**src/hw/lock_bridge_pkg.sv**
```systemverilog
// Constants and types for the primary-side exclusive access bridge
// Contract
// - Bus lock reaches multifunction pin four only when routing field bits 19-16 selects it.
// - Locks are honoured only downstream, primary to card bus, never forwarded upstream.
// - Non-exclusive transactions still complete while locked if outside the locked block.
// - A bus grant is not lock ownership; ownership follows only the lock handshake.
// - Other initiators keep using the bus while one master holds the lock, tracked per master.
// - A locked region is one naturally aligned 16-byte block; other blocks are not blocked.
// - Write posting stops for the whole duration of a locked operation.
// - The downstream lock is signalled on the card bus lock pin, separate from card clock.
package lock_bridge_pkg;
    localparam int ADDR_W = 32;
    localparam int MASTER_W = 4;
    localparam int ROUTE_W = 4;
    localparam int ROUTE_LSB = 16;
    localparam int ROUTE_MSB = 19;
    localparam logic [ROUTE_W-1:0] ROUTE_LOCK_SEL = 4'h4;
    localparam logic [ROUTE_W-1:0] ROUTE_RESET = 4'h0;
    localparam int LOCK_BLOCK_BITS = 4;
    localparam logic [MASTER_W-1:0] OWNER_RESET = 4'h0;
    localparam logic [ADDR_W-LOCK_BLOCK_BITS-1:0] BLOCK_RESET = 28'h0000000;

    typedef enum logic [1:0] {
        LK_IDLE = 2'b00,
        LK_ARMED = 2'b01,
        LK_HELD = 2'b10
    } lock_state_t;

    function automatic logic [ADDR_W-LOCK_BLOCK_BITS-1:0] block_of(
        input logic [ADDR_W-1:0] addr
    );
        block_of = addr[ADDR_W-1:LOCK_BLOCK_BITS];
    endfunction : block_of
endpackage : lock_bridge_pkg

```
**src/hw/reset_order_sync.sv**
```systemverilog
// Reset ordering and synchronisation for the primary bus domain
`timescale 1ns/1ps
`default_nettype none
module reset_order_sync (
    // Clock and external resets
    input wire logic clock,
    input wire logic global_reset_n,
    input wire logic primary_bus_reset_n,
    // Synchronised core reset
    output logic core_resetn
);
    logic g1_q;
    logic g2_q;
    logic p1_q;
    logic p2_q;
    logic both_n;

    // Core leaves reset only when both resets are released
    assign both_n = global_reset_n & primary_bus_reset_n;

    always_ff @(posedge clock or negedge both_n) begin
        if (!both_n) begin
            g1_q <= 1'b0;
            g2_q <= 1'b0;
        end else begin
            g1_q <= 1'b1;
            g2_q <= g1_q;
        end
    end

    always_ff @(posedge clock or negedge both_n) begin
        if (!both_n) begin
            p1_q <= 1'b0;
            p2_q <= 1'b0;
        end else begin
            p1_q <= g2_q;
            p2_q <= p1_q;
        end
    end

    assign core_resetn = p2_q;
endmodule : reset_order_sync
`default_nettype wire

```
**src/hw/lock_bridge.sv**
```systemverilog
// Primary-side exclusive access tracking and downstream lock forwarding
`timescale 1ns/1ps
`default_nettype none
module lock_bridge (
    // Clock and resets
    input wire logic clock,
    input wire logic resetn,
    input wire logic global_reset_n,
    input wire logic primary_bus_reset_n,
    // Routing control
    input wire logic [lock_bridge_pkg::ROUTE_W-1:0] route_field,
    // Primary bus transaction view
    input wire logic pri_lock_n,
    input wire logic pri_frame_start,
    input wire logic pri_txn_end,
    input wire logic [lock_bridge_pkg::MASTER_W-1:0] pri_master_id,
    input wire logic [lock_bridge_pkg::ADDR_W-1:0] pri_addr,
    input wire logic pri_to_card,
    input wire logic pri_grant,
    // Card bus side
    output logic card_lock_n,
    output logic multifunction_pin_four,
    output logic post_enable,
    output logic txn_retry,
    output logic lock_held,
    output logic [lock_bridge_pkg::MASTER_W-1:0] lock_owner
);
    import lock_bridge_pkg::*;

    logic core_resetn;
    logic lk1_q;
    logic lk2_q;
    lock_state_t state_q;
    logic [MASTER_W-1:0] owner_q;
    logic [ADDR_W-LOCK_BLOCK_BITS-1:0] block_q;
    logic card_lock_n_q;
    logic mf4_q;
    logic post_q;
    logic retry_q;
    logic [ROUTE_W-1:0] route1_q;
    logic [ROUTE_W-1:0] route_q;
    logic held_q;
    logic lock_in;
    logic hit;

    reset_order_sync u_rst (
        .clock(clock),
        .global_reset_n(global_reset_n),
        .primary_bus_reset_n(primary_bus_reset_n),
        .core_resetn(core_resetn)
    );

    // ------------------------------------------------------------
    // Pin synchronisers
    // ------------------------------------------------------------
    always_ff @(posedge clock or negedge core_resetn) begin
        if (!core_resetn) begin
            lk1_q <= 1'b0;
            lk2_q <= 1'b0;
        end else begin
            lk1_q <= ~pri_lock_n;
            lk2_q <= lk1_q;
        end
    end

    // ------------------------------------------------------------
    // Routing field synchroniser
    // ------------------------------------------------------------
    always_ff @(posedge clock or negedge core_resetn) begin
        if (!core_resetn) begin
            route1_q <= ROUTE_RESET;
            route_q <= ROUTE_RESET;
        end else begin
            route1_q <= route_field;
            route_q <= route1_q;
        end
    end

    assign lock_in = lk2_q & resetn;
    assign hit = (block_of(pri_addr) == block_q);

    // ------------------------------------------------------------
    // Lock ownership state
    // ------------------------------------------------------------
    always_ff @(posedge clock or negedge core_resetn) begin
        if (!core_resetn) begin
            state_q <= LK_IDLE;
            owner_q <= OWNER_RESET;
            block_q <= BLOCK_RESET;
        end else begin
            unique case (state_q)
                LK_IDLE: begin
                    // Only downstream accesses begun with lock deasserted arm ownership
                    if (pri_frame_start && pri_to_card && !lock_in) begin
                        state_q <= LK_ARMED;
                        owner_q <= pri_master_id;
                        block_q <= block_of(pri_addr);
                    end
                end
                LK_ARMED: begin
                    if (lock_in) begin
                        state_q <= LK_HELD;
                    end else if (pri_txn_end) begin
                        state_q <= LK_IDLE;
                        owner_q <= OWNER_RESET;
                    end
                end
                LK_HELD: begin
                    // Owner drops lock at end of final transaction
                    if (!lock_in && pri_txn_end && pri_master_id == owner_q) begin
                        state_q <= LK_IDLE;
                        owner_q <= OWNER_RESET;
                    end
                end
                default: state_q <= LK_IDLE;
            endcase
        end
    end

    // ------------------------------------------------------------
    // Outputs
    // ------------------------------------------------------------
    always_ff @(posedge clock or negedge core_resetn) begin
        if (!core_resetn) begin
            card_lock_n_q <= 1'b1;
            mf4_q <= 1'b0;
            post_q <= 1'b1;
        end else begin
            card_lock_n_q <= ~(state_q == LK_HELD);
            mf4_q <= lock_in && (route_q == ROUTE_LOCK_SEL);
            post_q <= (state_q == LK_IDLE);
        end
    end

    // ------------------------------------------------------------
    // Lock held flag
    // ------------------------------------------------------------
    always_ff @(posedge clock or negedge core_resetn) begin
        if (!core_resetn) begin
            held_q <= 1'b0;
        end else begin
            held_q <= (state_q == LK_HELD);
        end
    end

    // ------------------------------------------------------------
    // Retry of other masters
    // ------------------------------------------------------------
    // Granted others to the locked block are retried; other blocks pass
    always_ff @(posedge clock or negedge core_resetn) begin
        if (!core_resetn) begin
            retry_q <= 1'b0;
        end else begin
            retry_q <= pri_frame_start && pri_grant && (state_q == LK_HELD)
                && hit && (pri_master_id != owner_q);
        end
    end

    assign card_lock_n = card_lock_n_q;
    assign multifunction_pin_four = mf4_q;
    assign post_enable = post_q;
    assign txn_retry = retry_q;
    assign lock_held = held_q;
    assign lock_owner = owner_q;

    // ------------------------------------------------------------
    // Ownership checks
    // ------------------------------------------------------------
    AST_MF4_ROUTE: assert property (@(posedge clock) disable iff (!core_resetn)
        mf4_q |-> $past(route_q) == ROUTE_LOCK_SEL) else $error("pin four without route");
    AST_MF4_LOCK: assert property (@(posedge clock) disable iff (!core_resetn)
        mf4_q |-> $past(lock_in)) else $error("pin four without lock");
    AST_NO_UPSTREAM: assert property (@(posedge clock) disable iff (!core_resetn)
        (state_q == LK_IDLE && !pri_to_card) |=> state_q == LK_IDLE)
        else $error("upstream lock taken");
    AST_OTHER_BLOCK: assert property (@(posedge clock) disable iff (!core_resetn)
        (pri_frame_start && !hit) |=> !retry_q) else $error("other block retried");
    AST_RETRY_LOCKED: assert property (@(posedge clock) disable iff (!core_resetn)
        (pri_frame_start && pri_grant && state_q == LK_HELD && hit
        && pri_master_id != owner_q) |=> retry_q) else $error("locked block not retried");
    AST_OWNER_PASS: assert property (@(posedge clock) disable iff (!core_resetn)
        (pri_frame_start && pri_master_id == owner_q) |=> !retry_q)
        else $error("owner retried");
    AST_NO_GRANT_OWN: assert property (@(posedge clock) disable iff (!core_resetn)
        (state_q == LK_ARMED && !lock_in) |=> state_q != LK_HELD)
        else $error("ownership without lock");
    AST_OWNER_STABLE: assert property (@(posedge clock) disable iff (!core_resetn)
        (state_q == LK_HELD && $past(state_q) == LK_HELD) |-> $stable(owner_q))
        else $error("owner changed while held");
    AST_ARM_OWNER: assert property (@(posedge clock) disable iff (!core_resetn)
        (state_q == LK_IDLE && pri_frame_start && pri_to_card && !lock_in)
        |=> (state_q == LK_ARMED && owner_q == $past(pri_master_id)))
        else $error("owner not recorded");

    // ------------------------------------------------------------
    // Output checks
    // ------------------------------------------------------------
    AST_NO_POST: assert property (@(posedge clock) disable iff (!core_resetn)
        (state_q == LK_HELD) |=> !post_q) else $error("posting during lock");
    AST_POST_ARMED: assert property (@(posedge clock) disable iff (!core_resetn)
        (state_q == LK_ARMED) |=> !post_q) else $error("posting while arming");
    AST_CARD_LOCK: assert property (@(posedge clock) disable iff (!core_resetn)
        (state_q == LK_HELD) |=> !card_lock_n_q) else $error("card lock missing");
    AST_CARD_FREE: assert property (@(posedge clock) disable iff (!core_resetn)
        (state_q != LK_HELD) |=> card_lock_n_q) else $error("card lock without hold");
    AST_RELEASE: assert property (@(posedge clock) disable iff (!core_resetn)
        (state_q == LK_HELD && !lock_in && pri_txn_end && pri_master_id == owner_q)
        |=> ##1 post_q) else $error("posting not resumed");
    AST_IDLE_NO_OWNER: assert property (@(posedge clock) disable iff (!core_resetn)
        (state_q == LK_IDLE) |-> owner_q == OWNER_RESET) else $error("stale owner in idle");

    // ------------------------------------------------------------
    // Coverage
    // ------------------------------------------------------------
    COV_HELD: cover property (@(posedge clock) state_q == LK_HELD);
    COV_RETRY: cover property (@(posedge clock) retry_q);
    COV_RELEASE: cover property (@(posedge clock) state_q == LK_HELD ##1 state_q == LK_IDLE);
    COV_FALLBACK: cover property (@(posedge clock) state_q == LK_ARMED ##1 state_q == LK_IDLE);
    COV_PIN_FOUR: cover property (@(posedge clock) mf4_q);
endmodule : lock_bridge
`default_nettype wire

```
**config.mk**
```make
export PLATFORM = sky130hd
export DESIGN_NAME = lock_bridge
export DESIGN_NICKNAME = d
export VERILOG_FILES = /design/src/hw/lock_bridge_pkg.sv /design/src/hw/reset_order_sync.sv /design/src/hw/lock_bridge.sv
export SDC_FILE = /design/constraint.sdc
export NUM_CORES = 1
export LEC_CHECK = 0
export BUFFER_PORTS_ARGS = -buffer_cell sky130_fd_sc_hd__buf_2
export CORE_ASPECT_RATIO = 1.4
export CORE_MARGIN = 5
export CORE_UTILIZATION = 47
export DETAILED_ROUTE_END_ITERATION = 7
export HOLD_SLACK_MARGIN = 0.05
export PLACE_DENSITY = 0.72
export SKIP_LAST_GASP = 1
export SLEW_MARGIN = 20
export SYNTH_ARGS = -nofsm -noshare
export SYNTH_HDL_FRONTEND = slang
export SYNTH_HIERARCHICAL = 1
export SYNTH_SLANG_ARGS = --single-unit
export TNS_END_PERCENT = 30
```
**constraint.sdc**
```tcl
create_clock -name clock -period 1.5 [get_ports clock]
set_input_delay 0.3 -clock clock [delete_from_list [all_inputs] [get_ports clock]]
set_output_delay 0.3 -clock clock [all_outputs]
set_load 0.1 [all_outputs]
```
==> impl_metrics.yaml <==
final_layout:
  fin_cells: 316
  diodes: 0
  drive_gt1_share_pct: 52.4
  fin_nets: 304
  area_growth_syn_to_layout_pct: 34.1
  nFillCells: 368
run_status:
  violations: "setup timing"
  outcome: "complete, but fails checks"
timing:
  fin_crit_ns: 1.74
  rsz0062_at_grt: "true"
  fin_crit_sh_pct: 116
  hold_viol: 0
  fin_skew_ns: 0.0111
  timing.final.ws_setup_ns: -0.242
  max_freq_mhz: 574
  setup-violations-final: 30
  finalMaxSlewViolations: 0
synth:
  syn_area_mm2: 0.00233
  syn_inst: 168
  syn-num-nets: 221
  avgSynthCellArea_um2: 13.9
  ys_types: 31
  async_flop_share_pct: 100
  yosysWarningCount: 6
  ys.flop_type: "dfrtp_1"
  synth-seq-area-share_pct: 57.1
  synth_edf_count: 0
  synth-seq-cells: 53
power:
  power.share.switching_pct: 36.8
  p_clk_share_pct: 13.8
  p_sw_uw: 2220
  cellInternalPower_uw: 3820
  p_leak_uw: 0.00142
  p_seq_share_pct: 38.7
  ir_worst_vdd_uv: 891
  power_density_mw_per_mm2: 1930
  p_comb_share_pct: 47.5
clock_network:
  clk_pin_slew_ns: 0.09
  tritoncts: "yes"
  root_buffer: "clkbuf_8"
  clk_latency_ns: 0.31
  numCtsBuffers: 5
  htreeDepth: 2
  cts_buffer_depth: 2
  clkSinkCount: 53
floorplan:
  ios: 58
  initial_utilization_pct: 48.1
  coreArea_mm2: 0.00484
  placement_rows: 30
  dieArea_mm2: 0.00648
  fp.dieH_um: 93.3
  die_w_um: 69.5
detailed_routing:
  postRouteAntennaNets: 0
  vias_per_cell: 4.87
  routed_wl_um: 4560
  vias: 1538
  drc: 0
  dr.first_iter.drc_count: 117
  drtPass1Iterations: 3
  wire_per_inst_um: 14.4
global_routing:
  grtUsageTotal_pct: 14.8
  grt_overflow_total: 0
  grt_max_degree: 35
  antenna_found_initial: 0
  grt_pass1_wl_um: 7550
  grt_pass1_vias: 1621
critical_path:
  cp_data_required_time_ns: 1.74
  endpoint_kind: "register"
  worstSetupPathType: "register to register"
  critPathMaxFanout: 3
  cp-start-kind: "register"
  worstPathArrival_ns: 1.98
placed_design:
  gp_congestion: 0.827
  portBuffers: 53
  dp.cells: 300
  hpwl_um: 3230
  preCtsSetupSlack_ns: -0.241
job:
  maxCapViolations: 0
hold_path:
  min_path_type: "primary input to register"
registers in the layout, summed over array words and instances, names as in the netlist, 2 cells and up:
name,flops
block_q,28
lock_owner,4
route_q,4
state_q,2
route1_q,4
power groups by stage:
stage                     Clock, uW  Sequential [uW]  Combinational (uW)
after global routing            949             2410                3090
final                           836             2340                2870
after CTS                       867             2330                2700
after detailed placement          0             2360                2680
after floorplan                   0             2900                1360
after global placement            0             2330                2660
Yosys cell counts, types with 2 or more instances:
| master | n | area, um2 |
|---|---|---|
| dfstp_2 | 2 | 52.6 |
| a21oi_1 | 2 | 10.0 |
| mux2_1 | 10 | 113 |
| inv_1 | 4 | 15.0 |
| xor2_1 | 4 | 35.0 |
| dfrtp_1 | 51 | 1280 |
| xnor2_1 | 28 | 245 |
| nand4_1 | 8 | 50.1 |
| mux2_2 | 22 | 248 |
| a21bo_2 | 2 | 20.0 |
| nor4_1 | 3 | 18.8 |
| buf_2 | 2 | 10.0 |
| ha_1 | 4 | 50.1 |
| nor2b_1 | 4 | 25.0 |
| nand2_1 | 4 | 15.0 |
| o21ai_1 | 2 | 10.0 |
| and2_1 | 2 | 12.5 |
stage by stage:
stage / util (%) / total power (uW) / cell area, um2 / hold slack (ns) / setup TNS, ns
after floorplan: - / 4270 / 2380 / 0.136 / -6.56
after global placement: 59.9 / 4990 / 2900 / 0.199 / -1.08
after detailed placement: 59.9 / 5040 / 2900 / 0.192 / -1.26
after CTS: 62.4 / 5900 / 3020 / 0.0844 / -1.29
after global routing: 64.5 / 6450 / 3120 / 0.0708 / -5.90
final: 64.5 / 6040 / 3120 / 0.0963 / -3.73
final timing paths:
kind                                startpoint                 to  slack, ns  cells after the start
max reg2reg                      lock_owner[1]         state_q[0]      -0.24                      5
max                              lock_owner[1]         state_q[0]      -0.24                      5
min                             route_field[0]        route1_q[0]        0.1                      1
min reg2reg                  u_rst/core_resetn        block_q[25]       0.18                      0
min in group asynchronous    u_rst/core_resetn        block_q[25]       0.18                      0
max in group asynchronous  primary_bus_reset_n  u_rst/core_resetn       0.33                      4
cell usage in the layout, fill, tap and decap left out, types with 2 or more instances in the layout:
cell type and count:
buf_2 50, clkbuf_16 2, a21bo_2 2, inv_1 2
o21ai_1 2, clkbuf_8 6, nor4_1 3, nor2b_1 4
and2_1 2, nand2_1 4, a21oi_1 2, ha_1 2
buf_12 5, mux2_2 22, dfrtp_2 6, inv_2 2
nand4_1 8, xnor2_1 28, mux2_4 7, mux2_1 3
dfstp_2 2, xor2_1 4, dlygate4sd3_1 2, buf_4 18
dfrtp_1 45
what timing repair did:
item                                   4_1_cts  5_1_grt
pin swaps                                    2        4
hold buffers                                 2        0
endpoints found under the hold margin        4        0
gates cloned                                 0        2
buffers inserted                             0        4
setup endpoints to repair                   13       37
gates resized for setup                      0        6
kinds of logic (layout without fill, tap and decap cells):
kind of cell    Yosys count  count (layout)  synth area share (%)
compound gates           12              12                  4.84
xor+xnor                 32              32                  12.0
fa+ha+maj                 4               4                  2.15
buf+inv                   6              90                  1.07
flops                    53              53                  57.1
mux                      32              32                  15.5
other cells               1               1                 0.161
simple gates             28              28                  7.20
critical path, cell delays in order (launching register included):
cell and delay (ns):
dfrtp_2 0.43, xor2_1 0.18, buf_4 0.14, or4_4 0.45, a2111oi_4 0.33, a2bb2oi_2 0.15
per-layer routing:
layer,up-vias,share of wire (%),GRT usage [%]
met3,10,5.8,4.95
met1,733,42,18.4
met5,-,0,0
met4,0,2.4,5.86
met2,45,50,23.7
li1,750,-,-
area by class of cell:
| cell class | count | area, um2 | area share [%] |
|---|---|---|---|
| Clock buffer | 6 | 82.6 | 2.64 |
| Clock inverter | 2 | 13.8 | 0.441 |
| Inverter | 4 | 15.0 | 0.481 |
| Multi-Input combinational cell | 109 | 1030 | 32.9 |
| Sequential cell | 53 | 1340 | 42.8 |
| Tap cell | 64 | 80.1 | 2.56 |
| Timing Repair Buffer | 78 | 567 | 18.1 |
Note: power is estimated with default switching activity, not from simulation.
